==> config.mk <==
export PLATFORM = sky130hd
export DESIGN_NAME = gtr_timer
export DESIGN_NICKNAME = d
export VERILOG_FILES = /design/src/rtl/gtr_pkg.sv /design/src/rtl/gtr_timer.sv
export SDC_FILE = /design/constraint.sdc
export NUM_CORES = 1
export LEC_CHECK = 0
export ABC_AREA = 1
export BUFFER_PORTS_ARGS = -buffer_cell sky130_fd_sc_hd__buf_2
export CORE_MARGIN = 2
export CORE_UTILIZATION = 61
export CTS_CLUSTER_DIAMETER = 80
export DETAILED_ROUTE_END_ITERATION = 8
export PLACE_DENSITY = 0.85
export SLEW_MARGIN = 0
export SYNTH_ARGS = -nofsm -noshare
export SYNTH_HDL_FRONTEND = slang
export SYNTH_SLANG_ARGS = --single-unit
==> constraint.sdc <==
create_clock -name ref_clk -period 3.05 [get_ports ref_clk]
set_clock_uncertainty 0.15 [all_clocks]
set_input_delay 0.1525 -clock ref_clk [delete_from_list [all_inputs] [get_ports ref_clk]]
set_output_delay 0.1525 -clock ref_clk [all_outputs]
set_load 0.01 [all_outputs]
==> src/rtl/gtr_pkg.sv <==
// package for the general timer: register map, control fields, bus types and constants
package gtr_pkg;

  localparam int unsigned ADDR_W = 12;
  localparam int unsigned DATA_W = 32;

  // register indices; the byte address on the bus is four times the index
  localparam logic [ADDR_W-1:0] IDX_COUNT      = 12'h100;
  localparam logic [ADDR_W-1:0] IDX_PERIOD     = 12'h102;
  localparam logic [ADDR_W-1:0] IDX_CONTROL    = 12'h104;
  localparam logic [ADDR_W-1:0] IDX_IRQ_STATUS = 12'h106;
  localparam logic [ADDR_W-1:0] IDX_IRQ_MASK   = 12'h108;
  localparam logic [ADDR_W-1:0] IDX_OSC_CTRL   = 12'h10a;
  localparam logic [ADDR_W-1:0] IDX_TO_BYTE    = 12'h004;

  // control word field positions
  localparam int unsigned CTL_TIMER_ON_BIT     = 15;
  localparam int unsigned CTL_STOP_IN_IDLE_BIT = 13;
  localparam int unsigned CTL_GATED_BIT        = 6;
  localparam int unsigned CTL_PRESCALE_HI_BIT  = 5;
  localparam int unsigned CTL_PRESCALE_LO_BIT  = 4;
  localparam int unsigned CTL_SYNC_BIT         = 2;
  localparam int unsigned CTL_SOURCE_BIT       = 1;
  localparam logic [15:0] CTL_WRITE_MASK       = 16'ha076;

  // oscillator control word: low power oscillator enable position
  localparam int unsigned OSC_LPOSC_BIT   = 1;
  localparam logic [15:0] OSC_WRITE_MASK  = 16'h0002;

  // interrupt status / mask layout
  localparam int unsigned STAT_W          = 2;
  localparam int unsigned STAT_PERIOD_BIT = 0;
  localparam int unsigned STAT_WAKE_BIT   = 1;

  // values after reset
  localparam logic [15:0]       COUNT_RST   = 16'h0000;
  localparam logic [15:0]       PERIOD_RST  = 16'hffff;
  localparam logic [15:0]       CONTROL_RST = 16'h0000;
  localparam logic [15:0]       OSC_RST     = 16'h0000;
  localparam logic [STAT_W-1:0] MASK_RST    = 2'h0;

  // prescaler terminal counts for 1:1, 1:8, 1:64, 1:256
  localparam logic [7:0] PRESC_LIM_1   = 8'h00;
  localparam logic [7:0] PRESC_LIM_8   = 8'h07;
  localparam logic [7:0] PRESC_LIM_64  = 8'h3f;
  localparam logic [7:0] PRESC_LIM_256 = 8'hff;

  localparam logic [1:0] RESP_OKAY   = 2'h0;
  localparam logic [1:0] RESP_SLVERR = 2'h2;

  typedef enum logic [2:0] {
    SEL_COUNT   = 3'h0,
    SEL_PERIOD  = 3'h1,
    SEL_CONTROL = 3'h2,
    SEL_STATUS  = 3'h3,
    SEL_MASK    = 3'h4,
    SEL_OSC     = 3'h5,
    SEL_NONE    = 3'h7
  } gtr_sel_e;

  typedef struct packed {
    logic       timerOn;
    logic       stopInIdle;
    logic       gatedAccumEnable;
    logic [1:0] clockPrescaleSelect;
    logic       extClockSyncSelect;
    logic       clockSourceSelect;
  } gtr_ctrl_s;

  typedef struct packed {
    logic              awvalid;
    logic [ADDR_W-1:0] awaddr;
    logic              wvalid;
    logic [DATA_W-1:0] wdata;
    logic [3:0]        wstrb;
    logic              bready;
    logic              arvalid;
    logic [ADDR_W-1:0] araddr;
    logic              rready;
  } gtr_axi_req_s;

  typedef struct packed {
    logic              awready;
    logic              wready;
    logic              bvalid;
    logic [1:0]        bresp;
    logic              arready;
    logic              rvalid;
    logic [DATA_W-1:0] rdata;
    logic [1:0]        rresp;
  } gtr_axi_rsp_s;

endpackage

==> src/rtl/gtr_timer.sv <==
// general 16-bit timer/counter with period match, gating, prescaler and low power clock, on AXI4-Lite
//
// How it works
// - timer mode: count cycles, wrap at period
// - idle with stop-in-idle halts counting
// - sync counter: synchronised pin rising edges counted
// - async counter: raw pin edges, idle halt
// - gated mode: count cycles while pin high
// - prescaler divides by 1, 8, 64, 256
// - prescaler cleared: count write, timer off, reset
// - timer off: prescaler frozen, not clearable
// - control write never changes the count
// - sleep: only async external or low power clock source keeps counting
// - period match sets flag, raises enabled irq
// - gate falling edge also sets the flag
// - low power clock edges counted with source select set and gated clear, wrap period
// - low power enable disables normal modes, wakes
// - low power counting continues through sleep only with sync select clear
//
// Implementation choice: the AXI4-Lite slave port.
`timescale 1ns/1ns
module gtr_timer (
  input  wire logic                 ref_clk,
  input  wire logic                 arst_n,
  input  wire logic                 clkEn,
  input  wire gtr_pkg::gtr_axi_req_s axiReq,
  output gtr_pkg::gtr_axi_rsp_s      axiRsp,
  input  wire logic                 extClockGatePin,
  input  wire logic                 lpOscClk,
  input  wire logic                 cpuIdle,
  input  wire logic                 cpuSleep,
  output logic                      irq,
  output logic                      wakeEvent
);

  function automatic gtr_pkg::gtr_sel_e decodeSel(input logic [gtr_pkg::ADDR_W-1:0] addr);
    gtr_pkg::gtr_sel_e sel;
    sel = gtr_pkg::SEL_NONE;
    if (addr == 12'(gtr_pkg::IDX_COUNT * gtr_pkg::IDX_TO_BYTE)) begin
      sel = gtr_pkg::SEL_COUNT;
    end else if (addr == 12'(gtr_pkg::IDX_PERIOD * gtr_pkg::IDX_TO_BYTE)) begin
      sel = gtr_pkg::SEL_PERIOD;
    end else if (addr == 12'(gtr_pkg::IDX_CONTROL * gtr_pkg::IDX_TO_BYTE)) begin
      sel = gtr_pkg::SEL_CONTROL;
    end else if (addr == 12'(gtr_pkg::IDX_IRQ_STATUS * gtr_pkg::IDX_TO_BYTE)) begin
      sel = gtr_pkg::SEL_STATUS;
    end else if (addr == 12'(gtr_pkg::IDX_IRQ_MASK * gtr_pkg::IDX_TO_BYTE)) begin
      sel = gtr_pkg::SEL_MASK;
    end else if (addr == 12'(gtr_pkg::IDX_OSC_CTRL * gtr_pkg::IDX_TO_BYTE)) begin
      sel = gtr_pkg::SEL_OSC;
    end
    return sel;
  endfunction

  function automatic logic [15:0] mergeLanes(input logic [15:0] oldVal, input logic [15:0] newVal,
                                             input logic [3:0] strb);
    logic [15:0] res;
    res = oldVal;
    if (strb[0]) begin
      res[7:0] = newVal[7:0];
    end
    if (strb[1]) begin
      res[15:8] = newVal[15:8];
    end
    return res;
  endfunction

  function automatic gtr_pkg::gtr_ctrl_s unpackCtrl(input logic [15:0] w);
    gtr_pkg::gtr_ctrl_s c;
    c.timerOn             = w[gtr_pkg::CTL_TIMER_ON_BIT];
    c.stopInIdle          = w[gtr_pkg::CTL_STOP_IN_IDLE_BIT];
    c.gatedAccumEnable    = w[gtr_pkg::CTL_GATED_BIT];
    c.clockPrescaleSelect = w[gtr_pkg::CTL_PRESCALE_HI_BIT:gtr_pkg::CTL_PRESCALE_LO_BIT];
    c.extClockSyncSelect  = w[gtr_pkg::CTL_SYNC_BIT];
    c.clockSourceSelect   = w[gtr_pkg::CTL_SOURCE_BIT];
    return c;
  endfunction

  // register file
  logic [15:0]                countValue_r;
  logic [15:0]                periodValue_r;
  logic [15:0]                timerControlWord_r;
  logic [15:0]                oscillatorControl_r;
  logic [gtr_pkg::STAT_W-1:0] irqStatus_r;
  logic [gtr_pkg::STAT_W-1:0] irqMask_r;
  logic [7:0]                 prescCnt_r;

  // bus slave state
  logic                       awHeld_r;
  logic                       wHeld_r;
  logic [gtr_pkg::ADDR_W-1:0] awAddr_r;
  logic [15:0]                wData_r;
  logic [3:0]                 wStrb_r;
  logic                       awready_r;
  logic                       wready_r;
  logic                       bvalid_r;
  logic [1:0]                 bresp_r;
  logic                       arready_r;
  logic                       rvalid_r;
  logic [gtr_pkg::DATA_W-1:0] rdata_r;
  logic [1:0]                 rresp_r;

  // pin sampling, then the registered irq and wake outputs
  logic pinSync1_r;
  logic pinSync2_r;
  logic pinSyncPrev_r;
  logic pinPrev_r;
  logic lpPrev_r;
  logic irq_r;
  logic wake_r;

  gtr_pkg::gtr_ctrl_s ctl;
  gtr_pkg::gtr_sel_e  wrSel;
  logic               wrFire;
  logic               cntWr;
  logic               ctlWr;
  logic [15:0]        ctlWrVal;
  logic               tonFall;
  logic               low_power_osc_enable;
  logic               syncRise;
  logic               rawRise;
  logic               lpRise;
  logic               gateFall;
  logic               runEn;
  logic               srcPulse;
  logic               srcTick;
  logic               cntTick;
  logic               periodHit;
  logic [7:0]         prescLim;

  assign ctl     = unpackCtrl(timerControlWord_r);
  assign low_power_osc_enable = oscillatorControl_r[gtr_pkg::OSC_LPOSC_BIT];

  assign wrFire   = awHeld_r & wHeld_r & ~bvalid_r;
  assign wrSel    = decodeSel(awAddr_r);
  assign cntWr    = wrFire & (wrSel == gtr_pkg::SEL_COUNT);
  assign ctlWr    = wrFire & (wrSel == gtr_pkg::SEL_CONTROL);
  assign ctlWrVal = mergeLanes(timerControlWord_r, wData_r, wStrb_r) & gtr_pkg::CTL_WRITE_MASK;
  assign tonFall  = ctlWr & ctl.timerOn & ~ctlWrVal[gtr_pkg::CTL_TIMER_ON_BIT];

  // edge detectors; pinSync1_r feeds only pinSync2_r
  assign syncRise = pinSync2_r & ~pinSyncPrev_r;
  assign rawRise  = extClockGatePin & ~pinPrev_r;
  assign lpRise   = lpOscClk & ~lpPrev_r;
  assign gateFall = ~extClockGatePin & pinPrev_r & ctl.timerOn & ctl.gatedAccumEnable
                    & ~ctl.clockSourceSelect & ~low_power_osc_enable;

  // sleep stops the core clocks, so only an asynchronous external or low power clock source survives it
  assign runEn = ctl.timerOn & ~(cpuIdle & ctl.stopInIdle)
                 & ~(cpuSleep & ~(ctl.clockSourceSelect & ~ctl.extClockSyncSelect));

  always_comb begin
    srcPulse = 1'b0;
    if (low_power_osc_enable) begin
      // normal modes are off; only the low power clock advances the count
      srcPulse = ctl.clockSourceSelect & ~ctl.gatedAccumEnable & lpRise;
    end else if (ctl.clockSourceSelect) begin
      srcPulse = ctl.extClockSyncSelect ? syncRise : rawRise;
    end else if (ctl.gatedAccumEnable) begin
      srcPulse = extClockGatePin;
    end else begin
      srcPulse = 1'b1;
    end
  end

  assign srcTick = runEn & srcPulse;

  always_comb begin
    case (ctl.clockPrescaleSelect)
      2'h0:    prescLim = gtr_pkg::PRESC_LIM_1;
      2'h1:    prescLim = gtr_pkg::PRESC_LIM_8;
      2'h2:    prescLim = gtr_pkg::PRESC_LIM_64;
      2'h3:    prescLim = gtr_pkg::PRESC_LIM_256;
      default: prescLim = gtr_pkg::PRESC_LIM_1;
    endcase
  end

  assign cntTick   = srcTick & (prescCnt_r == prescLim);
  assign periodHit = cntTick & (countValue_r == periodValue_r);

  always_ff @(posedge ref_clk or negedge arst_n) begin
    if (!arst_n) begin
      pinSync1_r    <= 1'b0;
      pinSync2_r    <= 1'b0;
      pinSyncPrev_r <= 1'b0;
      pinPrev_r     <= 1'b0;
      lpPrev_r      <= 1'b0;
    end else if (clkEn) begin
      pinSync1_r    <= extClockGatePin;
      pinSync2_r    <= pinSync1_r;
      pinSyncPrev_r <= pinSync2_r;
      pinPrev_r     <= extClockGatePin;
      lpPrev_r      <= lpOscClk;
    end
  end

  // prescaler: its clock halts with the timer, so clears only land while it runs
  always_ff @(posedge ref_clk or negedge arst_n) begin
    if (!arst_n) begin
      prescCnt_r <= 8'h00;
    end else if (clkEn) begin
      if (tonFall || (cntWr && ctl.timerOn)) begin
        prescCnt_r <= 8'h00;
      end else if (ctl.timerOn && srcTick) begin
        prescCnt_r <= (prescCnt_r == prescLim) ? 8'h00 : 8'(prescCnt_r + 8'h01);
      end
    end
  end

  // a software write to the count wins over a tick in the same cycle
  always_ff @(posedge ref_clk or negedge arst_n) begin
    if (!arst_n) begin
      countValue_r <= gtr_pkg::COUNT_RST;
    end else if (clkEn) begin
      if (cntWr) begin
        countValue_r <= mergeLanes(countValue_r, wData_r, wStrb_r);
      end else if (periodHit) begin
        countValue_r <= 16'h0000;
      end else if (cntTick) begin
        countValue_r <= 16'(countValue_r + 16'h0001);
      end
    end
  end

  always_ff @(posedge ref_clk or negedge arst_n) begin
    if (!arst_n) begin
      periodValue_r       <= gtr_pkg::PERIOD_RST;
      timerControlWord_r  <= gtr_pkg::CONTROL_RST;
      oscillatorControl_r <= gtr_pkg::OSC_RST;
      irqMask_r           <= gtr_pkg::MASK_RST;
    end else if (clkEn && wrFire) begin
      case (wrSel)
        gtr_pkg::SEL_PERIOD:  periodValue_r <= mergeLanes(periodValue_r, wData_r, wStrb_r);
        gtr_pkg::SEL_CONTROL: timerControlWord_r <= ctlWrVal;
        gtr_pkg::SEL_OSC:     oscillatorControl_r <=
                                mergeLanes(oscillatorControl_r, wData_r, wStrb_r) & gtr_pkg::OSC_WRITE_MASK;
        gtr_pkg::SEL_MASK:    irqMask_r <= wStrb_r[0] ? wData_r[gtr_pkg::STAT_W-1:0] : irqMask_r;
        default:              ;
      endcase
    end
  end

  // sticky events; a new event in the clearing cycle survives the clear
  always_ff @(posedge ref_clk or negedge arst_n) begin
    if (!arst_n) begin
      irqStatus_r <= '0;
      irq_r       <= 1'b0;
      wake_r      <= 1'b0;
    end else if (clkEn) begin
      irqStatus_r[gtr_pkg::STAT_PERIOD_BIT] <= periodHit | gateFall
        | (irqStatus_r[gtr_pkg::STAT_PERIOD_BIT]
           & ~(wrFire && wrSel == gtr_pkg::SEL_STATUS && wStrb_r[0] && wData_r[gtr_pkg::STAT_PERIOD_BIT]));
      irqStatus_r[gtr_pkg::STAT_WAKE_BIT] <= (periodHit & low_power_osc_enable)
        | (irqStatus_r[gtr_pkg::STAT_WAKE_BIT]
           & ~(wrFire && wrSel == gtr_pkg::SEL_STATUS && wStrb_r[0] && wData_r[gtr_pkg::STAT_WAKE_BIT]));
      irq_r  <= |(irqStatus_r & irqMask_r);
      wake_r <= periodHit & low_power_osc_enable;
    end
  end

  // write channels are taken independently; the response follows both
  always_ff @(posedge ref_clk or negedge arst_n) begin
    if (!arst_n) begin
      awHeld_r  <= 1'b0;
      wHeld_r   <= 1'b0;
      awAddr_r  <= '0;
      wData_r   <= 16'h0000;
      wStrb_r   <= 4'h0;
      awready_r <= 1'b1;
      wready_r  <= 1'b1;
      bvalid_r  <= 1'b0;
      bresp_r   <= gtr_pkg::RESP_OKAY;
    end else if (clkEn) begin
      if (axiReq.awvalid && awready_r) begin
        awHeld_r  <= 1'b1;
        awAddr_r  <= axiReq.awaddr;
        awready_r <= 1'b0;
      end
      if (axiReq.wvalid && wready_r) begin
        wHeld_r  <= 1'b1;
        wData_r  <= axiReq.wdata[15:0];
        wStrb_r  <= axiReq.wstrb;
        wready_r <= 1'b0;
      end
      if (wrFire) begin
        awHeld_r <= 1'b0;
        wHeld_r  <= 1'b0;
        bvalid_r <= 1'b1;
        bresp_r  <= (wrSel == gtr_pkg::SEL_NONE) ? gtr_pkg::RESP_SLVERR : gtr_pkg::RESP_OKAY;
      end
      if (bvalid_r && axiReq.bready) begin
        bvalid_r  <= 1'b0;
        awready_r <= 1'b1;
        wready_r  <= 1'b1;
      end
    end
  end

  always_ff @(posedge ref_clk or negedge arst_n) begin
    if (!arst_n) begin
      arready_r <= 1'b1;
      rvalid_r  <= 1'b0;
      rdata_r   <= '0;
      rresp_r   <= gtr_pkg::RESP_OKAY;
    end else if (clkEn) begin
      if (axiReq.arvalid && arready_r) begin
        arready_r <= 1'b0;
        rvalid_r  <= 1'b1;
        rresp_r   <= gtr_pkg::RESP_OKAY;
        case (decodeSel(axiReq.araddr))
          gtr_pkg::SEL_COUNT:   rdata_r <= {16'h0000, countValue_r};
          gtr_pkg::SEL_PERIOD:  rdata_r <= {16'h0000, periodValue_r};
          gtr_pkg::SEL_CONTROL: rdata_r <= {16'h0000, timerControlWord_r};
          gtr_pkg::SEL_STATUS:  rdata_r <= {30'h0, irqStatus_r};
          gtr_pkg::SEL_MASK:    rdata_r <= {30'h0, irqMask_r};
          gtr_pkg::SEL_OSC:     rdata_r <= {16'h0000, oscillatorControl_r};
          default: begin
            rdata_r <= '0;
            rresp_r <= gtr_pkg::RESP_SLVERR;
          end
        endcase
      end
      if (rvalid_r && axiReq.rready) begin
        rvalid_r  <= 1'b0;
        arready_r <= 1'b1;
      end
    end
  end

  assign axiRsp.awready = awready_r;
  assign axiRsp.wready  = wready_r;
  assign axiRsp.bvalid  = bvalid_r;
  assign axiRsp.bresp   = bresp_r;
  assign axiRsp.arready = arready_r;
  assign axiRsp.rvalid  = rvalid_r;
  assign axiRsp.rdata   = rdata_r;
  assign axiRsp.rresp   = rresp_r;
  assign irq            = irq_r;
  assign wakeEvent      = wake_r;
endmodule
# Word-level counts from Yosys, hierarchy flattened
# Index checks and enable logic that the tools add are counted.
# op_classes
n_bitwise,46
n_reduce_logical,46
muxes,45
addsub,2
n_eq_ne,30
# ops
op,count
== test 12 x 11 -> 1 bit (second input constant),12
case mux 16 bit (6 select lines),1
two-way mux 16 bit,3
two-way mux 8 bit,6
case mux 8 bit (4 select lines),1
two-way mux 3 bit,10
bitwise AND 1 bit,27
AND reduction 2 bit,12
AND reduction 3 bit,8
two-way mux 1 bit,18
adder 16 x 1 -> 16 bit (second input constant),1
== test 16 bit,1
== test 3 bit (second input constant),5
inverter 1 bit,15
nonzero test 2 bit,7
== test 3 x 2 -> 1 bit (second input constant),4
logical AND 1 bit,12
two-way mux 2 bit,6
adder 8 x 1 -> 8 bit (second input constant),1
== test 8 bit,1
== test 3 x 1 -> 1 bit (second input constant),2
logical NOT 3 bit,2
OR reduction 6 bit,1
== test 2 bit (second input constant),2
8 further kinds,11
# totals
regBits,131
output_inout_bits,43
elab_cells,199
inputBits,72

# Logic depth before layout (Yosys ltp)
# Gate-level depths: netlist of the first run.
# logic_depth
word_depth,14
ltp_mapped,14
depth_no_buf,13

# Worst setup path before layout of the first run
# No wires, ideal clock.
# synth_path
kind,flip-flop to flip-flop
from,register awAddr_r[1] in the netlist's numbering
to,register prescCnt_r[0]
n_path_buf,1
setup_ns,0.118
stages_incl_launch_ff,11
arrival_ns,1.438
setup_slack_ns,1.344
period_less_slack_ns,1.706
required_time_ns,2.782
path_cell_list,dfrtp_1 > nor2_2 > nand3_2 > nor2_2 > nand3_4 > clkinv_2 > nand2_2 > and2_1 > buf_6 > nand4_1 > nand2_1
# synth_between
elab_chain_cells,14
word_cells_on_any_way,23
classes_between,7 x eq/ne; 7 x mux; 4 x bitwise; 5 x reduce/logical
# synth_lines
element,line_no,rtl
start: declaration,gtr_timer.sv:91,logic [gtr_pkg::ADDR_W-1:0] awAddr_r;
start signal: assignment,gtr_timer.sv:276,awAddr_r <= axiReq.awaddr;
== test 12 x 11 -> 1 bit,gtr_timer.sv:49,end else if (addr == 12'(gtr_pkg::IDX_OSC_CTRL * gtr_pkg::IDX_TO_BYTE)) begin
two-way mux 2 bit,gtr_timer.sv:49,
two-way mux 2 bit,gtr_timer.sv:47,end else if (addr == 12'(gtr_pkg::IDX_IRQ_MASK * gtr_pkg::IDX_TO_BYTE)) begin
two-way mux 3 bit,gtr_timer.sv:45,end else if (addr == 12'(gtr_pkg::IDX_IRQ_STATUS * gtr_pkg::IDX_TO_BYTE)) begin
two-way mux 3 bit,gtr_timer.sv:43,end else if (addr == 12'(gtr_pkg::IDX_CONTROL * gtr_pkg::IDX_TO_BYTE)) begin
two-way mux 3 bit,gtr_timer.sv:41,end else if (addr == 12'(gtr_pkg::IDX_PERIOD * gtr_pkg::IDX_TO_BYTE)) begin
two-way mux 3 bit *,gtr_timer.sv:39,if (addr == 12'(gtr_pkg::IDX_COUNT * gtr_pkg::IDX_TO_BYTE)) begin
== test 3 x 2 -> 1 bit,gtr_timer.sv:137,assign ctlWr = wrFire & (wrSel == gtr_pkg::SEL_CONTROL);
bitwise AND 1 bit,gtr_timer.sv:137,
bitwise AND 1 bit (2 in series),gtr_timer.sv:139,assign tonFall = ctlWr & ctl.timerOn & ~ctlWrVal[gtr_pkg::CTL_TIMER_ON_BIT];
logical OR 1 bit *,gtr_timer.sv:202,if (tonFall || (cntWr && ctl.timerOn)) begin
nonzero test 2 bit (no line),--,
AND reduction 2 bit (no line),--,
end signal: assignment,gtr_timer.sv:205,prescCnt_r <= (prescCnt_r == prescLim) ? 8'h00 : 8'(prescCnt_r + 8'h01);
end: declaration,gtr_timer.sv:86,logic [7:0] prescCnt_r;
# Every way passes the cells marked *; elsewhere a longest branch is shown, timed or not.
# A chain may end at the register's enable or synchronous reset.

# Worst setup path after layout of the first run
# layout_path
from,register awready_r
to,register awAddr_r[5] in the netlist's numbering
# layout_between
elab_chain_cells,2
# layout_lines
element,line_no,rtl
start: declaration,gtr_timer.sv:94,logic awready_r;
start signal: assignment,gtr_timer.sv:269,awready_r <= 1'b1;
start signal: assignment,gtr_timer.sv:277,awready_r <= 1'b0;
start signal: assignment,gtr_timer.sv:293,awready_r <= 1'b1;
logical AND 1 bit,gtr_timer.sv:274,if (axiReq.awvalid && awready_r) begin
AND reduction 2 bit (no line),--,
# Every way passes these cells.

==> results of run 1 <==
-- final timing paths --
path,to,slack [ps],depth (start not counted)
worst max-delay path,awAddr_r[5]$_DFFE_PN0P_,450,6
worst min-delay path,awAddr_r[9]$_DFFE_PN0P_,20,2
worst max register to register,awAddr_r[5]$_DFFE_PN0P_,450,6
worst min register to register,rdata_r[12]$_DFFE_PN0P_,320,2
max in group asynchronous,periodValue_r[5]$_DFFE_PN1P_,1920,3
min in group ref_clk,irqStatus_r[1]$_DFFE_PN0P_,70,8
-- logic make-up (layout without fill, tap and decap cells) --
group                      after synthesis  in the layout  share of synthesized area
DFF                                    113            113                     0.4420
buffers and inverters                  158            282                     0.1107
adders and majority gates                2              2                   0.003878
and+or+nand+nor                        489            489                     0.3361
other                                    1             18                  0.0005813
muxes                                    2              2                   0.003103
AOI/OAI and AO/OA                       95             95                    0.07913
xor gates and xnor gates                18             18                    0.02444
-- synthesized netlist by cell type, types with 3 or more instances --
cell type	number
a21oi_1	13
buf_2	8
buf_4	23
clkbuf_1	10
clkinv_1	3
clkinv_2	3
dfrtp_1	94
dfstp_2	19
inv_1	96
inv_2	10
nand2_1	317
nand2_2	5
nand2_4	3
nand3_1	46
nand3_2	11
nand3_4	3
nand4_1	15
nor2_1	59
nor2_2	8
nor2_4	3
nor3_1	11
nor3_2	3
o21ai_0	50
o21ai_1	14
o22ai_1	10
xnor2_1	8
xor2_1	10
-- power groups by stage --
stage | Combinational (mW) | Clock [mW] | Sequential (mW)
final | 0.768 | 1.84 | 1.91
after global routing | 0.864 | 1.92 | 1.94
after CTS | 0.739 | 1.84 | 1.91
after detailed placement | 0.642 | 0 | 1.93
after global placement | 0.628 | 0 | 1.92
after floorplan | 0.474 | 0 | 1.89
-- stage by stage --
stage               cells  instance area, um2    util  setup WS, ps
floorplan             895                6515       -          1344
global placement     1070                6853  0.6668         871.3
finish               1155                7934  0.7720         445.3
global route         1155                7934  0.7720         322.7
CTS                  1155                7934  0.7720         591.2
detailed placement   1070                6853  0.6668         855.0
-- flip-flops by register name, summed over array words and instances, names as in the netlist, 2 cells and up --
signal,count
wStrb_r,2
countValue_r,16
timerControlWord_r,7
periodValue_r,16
awAddr_r,12
irqStatus_r,2
irqMask_r,2
prescCnt_r,8
rdata_r,16
wData_r,16
-- worst max-delay path, stage by stage (launching register included) --
cell	delay (ps)
dfstp_2	540
inv_1	50
nor2_1	410
nand2_1	100
dlygate4sd3_1	590
o21ai_0	110
dlygate4sd3_1	590
-- layout make-up --
class                      count  area (um2)
clock buffer                  23       466.7
clock inverter                 9       83.83
fill                         757        2344
inverter                     114       436.7
multi-input combinational    624        2952
sequential                   113        2851
tap                          136       170.2
timing repair buffer         136       973.4
-- repair_timing --
action	4_1_cts	5_1_grt
hold buffers	53	0
setup endpoints to repair	0	0
endpoints found under the hold margin	109	0
-- per-layer routing --
| metal | vias up | global-route usage |
|---|---|---|
| met2 | 314 | 0.4645 |
| met3 | 49 | 0.05653 |
| met4 | 0 | 0.1289 |
| met5 | - | 0 |
| li1 | 2987 | - |
| met1 | 2838 | 0.4165 |
==> run_results.csv, run 1 <==
group,metric,value,unit
outcome,outcome,"completed",
worst_setup_path,crit_fanout,9,
floorplanning,die_area,0.01141,mm2
synth,synthesis.area,0.006451,mm2
drt,via_per_inst,5.358,
floorplanning,rows,37,
power,p_int,3.174,mW
sta,fin_crit_sh,0.8540,
sta,timing.hold.ws,21.06,ps
drt,route.vias.total,6188,
finish,final_common_cell,"nand2_1",
power,finalPower,4.523,mW
grt,groute.usage.overall,0.3002,
sta,max_freq,383.9,MHz
power,p_leak,4.083,nW
power,power.density,570.1,mW/mm2
drt,ant_nets,0,
finish,nets,1080,
floorplanning,io_pins,115,
worst_setup_path,r2r_start,"awready_r$_DFFE_PN1P_",
cts,cts_resized,0,
sta,drv_slew,0,
sta,fin_tns_setup,0,ps
synth,synth_cell_types,44,
synth,ys_warn_count,0,
synth,synth_top_cell_by_area,"dfrtp_1",
place,io_buffers,78,
cts,insertion_delay,520,ps
drt,wl_met3,1.288,mm
grt,grt_pass1_vias,5801,
cts,htree_levels,4,
worst_setup_path,start_kind,"register",
drt,route.detailed.drc,0,
cts,cts_setup_buffers,0,
worst_hold_path,hp-class,"in2async",
drt,dr_wl_met2,7.340,mm
cts,clkSlewWorstSetupHoldPaths,60,ps
drt,dr.first_iter.drc_count,570,
drt,drt-met1-wl,7.044,mm
synth,synth-edff-count,0,
power,p_sw_frac,0.2982,
synth,synth_top_area_frac,0.3646,
cts,cts.sinks,113,
place,hpwl,10.59,mm
floorplanning,core,0.01028,mm2
worst_setup_path,endpoint_kind,"register",
synth,ys_ff_latch,113,
grt,grt_overflow,0,
sta,setup_viol,0,
cts,cts_buffer_depth,2,
finish,n_antenna_cell,0,
floorplanning,chipWidth,106.8,um
sta,relSlewSlack,0.5597,
sta,hold_viol_final,0,
synth,synth-main-ff-cell,"dfrtp_1",
cts,root_buffer,"clkbuf_8",
synth,synth_area_leaders,"dfrtp_1, nand2_1, dfstp_2",
grt,grt_pass1_wl,26.96,mm
power,combPwrFrac,0.170,
grt,grt_max_degree,67,
finish,drive_gt1_frac,0.1816,
finish,syn2layout_area_growth,22.98,%
synth,yosysSeqAreaShare,0.4420,
worst_setup_path,setup.worst_path.start,"awready_r$_DFFE_PN1P_",
synth,syn_avg_cell_area,7.348,um2
finish,mostFrequentLayoutCells,"nand2_1, inv_1, dfrtp_1, buf_2, nor2_1",
grt,antenna_found_initial,0,
worst_setup_path,worstPathRequired,3360,ps
power,pwr-share-seq,0.423,
power,worst_ir_drop_vdd,0.4192,mV
drt,first_pass_iters,5,
power,p_clk_frac,0.408,
power,switchingPower,1.349,mW
cts,cts_buffers,17,
floorplanning,initial_core_util,0.6277,
worst_setup_path,path_class,"reg2reg",
floorplanning,die_h,106.8,um
synth,syn_inst,878,
sta,worst_slew_pin_slew,658.6,ps
sta,rsz0062_at_grt,"no",
place,gp_congestion,0.9160,
drt,postRouteWirelength,16.14,mm
drt,routed.top_layer,"met4",
synth,synthArstFlopShare,1.000,
drt,wl_per_cell,13.98,um
cts,cts_tree,"built",
sta,min_period,2605,ps
flow_run,drv_cap,0,
worst_setup_path,cp.arrival,2920,ps
Power figures use the tool's default switching activity.
==> inputs of run 2 (changes only) <==
--- a/config.mk
+++ b/config.mk
@@ -12,6 +12,7 @@
 export CTS_CLUSTER_DIAMETER = 80
 export DETAILED_ROUTE_END_ITERATION = 8
 export PLACE_DENSITY = 0.85
+export REMOVE_ABC_BUFFERS = 1
 export SLEW_MARGIN = 0
 export SYNTH_ARGS = -nofsm -noshare
 export SYNTH_HDL_FRONTEND = slang
==> run_results.csv, run 2 (synthesized netlist as in run 1, its figures left out) <==
group,metric,value,unit
floorplanning,rows,37,
power,finalPower,4.598,mW
flow_run,drv_cap,0,
place,gp_congestion,0.9817,
cts,root_buffer,"clkbuf_8",
finish,fin_cells,1157,
worst_setup_path,ff2ff_path_depth,6,
cts,cts_tree,"built",
cts,insertion_delay,520,ps
cts,cts_buffers,17,
worst_setup_path,crit_fanout,8,
drt,wl_per_cell,14.37,um
grt,antenna_found_initial,0,
place,io_buffers,78,
sta,rsz0062_at_grt,"no",
sta,fin_crit_sh,0.8058,
worst_hold_path,hp-class,"in2async",
worst_setup_path,worstPathRequired,3360,ps
grt,grt_overflow,0,
worst_setup_path,crit_top_cell,"dlygate4sd3_1",
worst_setup_path,cp.arrival,2770,ps
drt,via_per_inst,5.349,
drt,route.vias.total,6189,
worst_setup_path,r2r_start,"awready_r$_DFFE_PN1P_",
worst_setup_path,reg2reg_to,"awAddr_r[11]$_DFFE_PN0P_",
place,dp.cells,1072,
sta,drv_slew,0,
worst_setup_path,start_kind,"register",
cts,cts_setup_buffers,0,
power,power.density,576.8,mW/mm2
worst_setup_path,path_depth,6,
floorplanning,core,0.01028,mm2
cts,clkSlewWorstSetupHoldPaths,60,ps
worst_setup_path,slowest_stage,"dlygate4sd3_1",
grt,groute.usage.overall,0.3104,
sta,worst_slew_pin_slew,674.7,ps
floorplanning,chipWidth,106.8,um
finish,final_common_cell,"nand2_1",
power,worst_ir_drop_vdd,0.3996,mV
sta,relSlewSlack,0.5489,
finish,nets,1082,
worst_setup_path,rrSetupSlack,590,ps
worst_setup_path,path_class,"reg2reg",
worst_setup_path,cpLargestDelayFamily,"buffers and inverters",
grt,grt_pass1_wl,28.04,mm
drt,first_pass_iters,8,
drt,route.detailed.drc,0,
worst_setup_path,critical_path.cell_chain,"inv_1 -> nor2_1 -> nand2_1 -> dlygate4sd3_1 -> o21ai_0 -> dlygate4sd3_1",
cts,cts.sinks,113,
sta,hold_viol_final,0,
sta,final.setup.worst_slack,592.3,ps
grt,grt_max_degree,53,
power,p_leak,4.095,nW
floorplanning,io_pins,115,
place,place_ws,789.5,ps
sta,fin_tns_setup,0,ps
worst_setup_path,critPathMaxStageDelay,570,ps
floorplanning,die_area,0.01141,mm2
drt,ant_nets,0,
outcome,outcome,"completed",
cts,cts_hold_buf,53,
worst_setup_path,cp_num_buf_inv,3,
finish,n_antenna_cell,0,
finish,syn2layout_area_growth,23.58,%
place,hpwl,10.76,mm
drt,dr.first_iter.drc_count,643,
cts,htree_levels,4,
floorplanning,initial_core_util,0.6277,
worst_setup_path,endpoint_kind,"register",
cts,cts_buffer_depth,2,
floorplanning,die_h,106.8,um
sta,max_freq,406.9,MHz
grt,grt_pass1_vias,5880,
finish,mostFrequentLayoutCells,"nand2_1, inv_1, dfrtp_1, buf_2, nor2_1",
cts,cts_resized,0,
sta,min_period,2458,ps
drt,postRouteWirelength,16.63,mm
finish,drive_gt1_frac,0.1861,
sta,setup_viol,0,
-- run 2: metrics by stage --
stage / area, um2 / hold WS [ps] / utilization
floorplan: 6237 / -293.1 / -
global placement: 6868 / 74.48 / 0.6682
detailed placement: 6868 / 83.32 / 0.6682
CTS: 7973 / 88.98 / 0.7757
global route: 7973 / 128.6 / 0.7757
finish: 7973 / 61.31 / 0.7757
-- run 2: final cells by class --
cell class / instances / area (um2)
Multi-Input combinational cell: 624 / 2952
Sequential cell: 113 / 2851
Timing Repair Buffer: 138 / 988.4
Fill cell: 721 / 2305
Clock inverter: 15 / 160.2
Inverter: 114 / 436.7
Tap cell: 136 / 170.2
Clock buffer: 17 / 414.1
-- run 2: report_power, final --
| group | internal, mW | leakage, nW | total [mW] | switching, mW |
|---|---|---|---|---|
| clock network | 1.17 | 0.267 | 1.93 | 0.762 |
| logic | 0.269 | 2.38 | 0.754 | 0.485 |
| registers | 1.75 | 1.44 | 1.91 | 0.164 |
-- run 2: routing by layer --
layer  up-vias  wire length [um]  track usage
li1       2977                 -            -
met1      2855              7114       0.4278
met2       320              7773       0.5027
met3        37              1422      0.05410
met4         0               318      0.09926
met5         -                 0            0
-- run 2: worst reg2reg max path, stage by stage, from the launching register on --
cell and delay [ps]:
dfstp_2 540, inv_1 40, nor2_1 390, nand2_1 80, dlygate4sd3_1 560, o21ai_0 70
dlygate4sd3_1 570
-- run 2: worst max path at each step --
stage                             from                         to  slack (ps)
5_1_grt          awready_r$_DFFE_PN1P_   awAddr_r[11]$_DFFE_PN0P_         400
3_3_place_gp   awAddr_r[7]$_DFFE_PN0P_  prescCnt_r[1]$_DFFE_PN0P_         870
3_5_place_dp   awAddr_r[6]$_DFFE_PN0P_  prescCnt_r[1]$_DFFE_PN0P_         790
6_report         awready_r$_DFFE_PN1P_   awAddr_r[11]$_DFFE_PN0P_         590
4_1_cts          awready_r$_DFFE_PN1P_   awAddr_r[11]$_DFFE_PN0P_         620
2_1_floorplan     wready_r$_DFFE_PN1P_     wData_r[3]$_DFFE_PN0P_         950
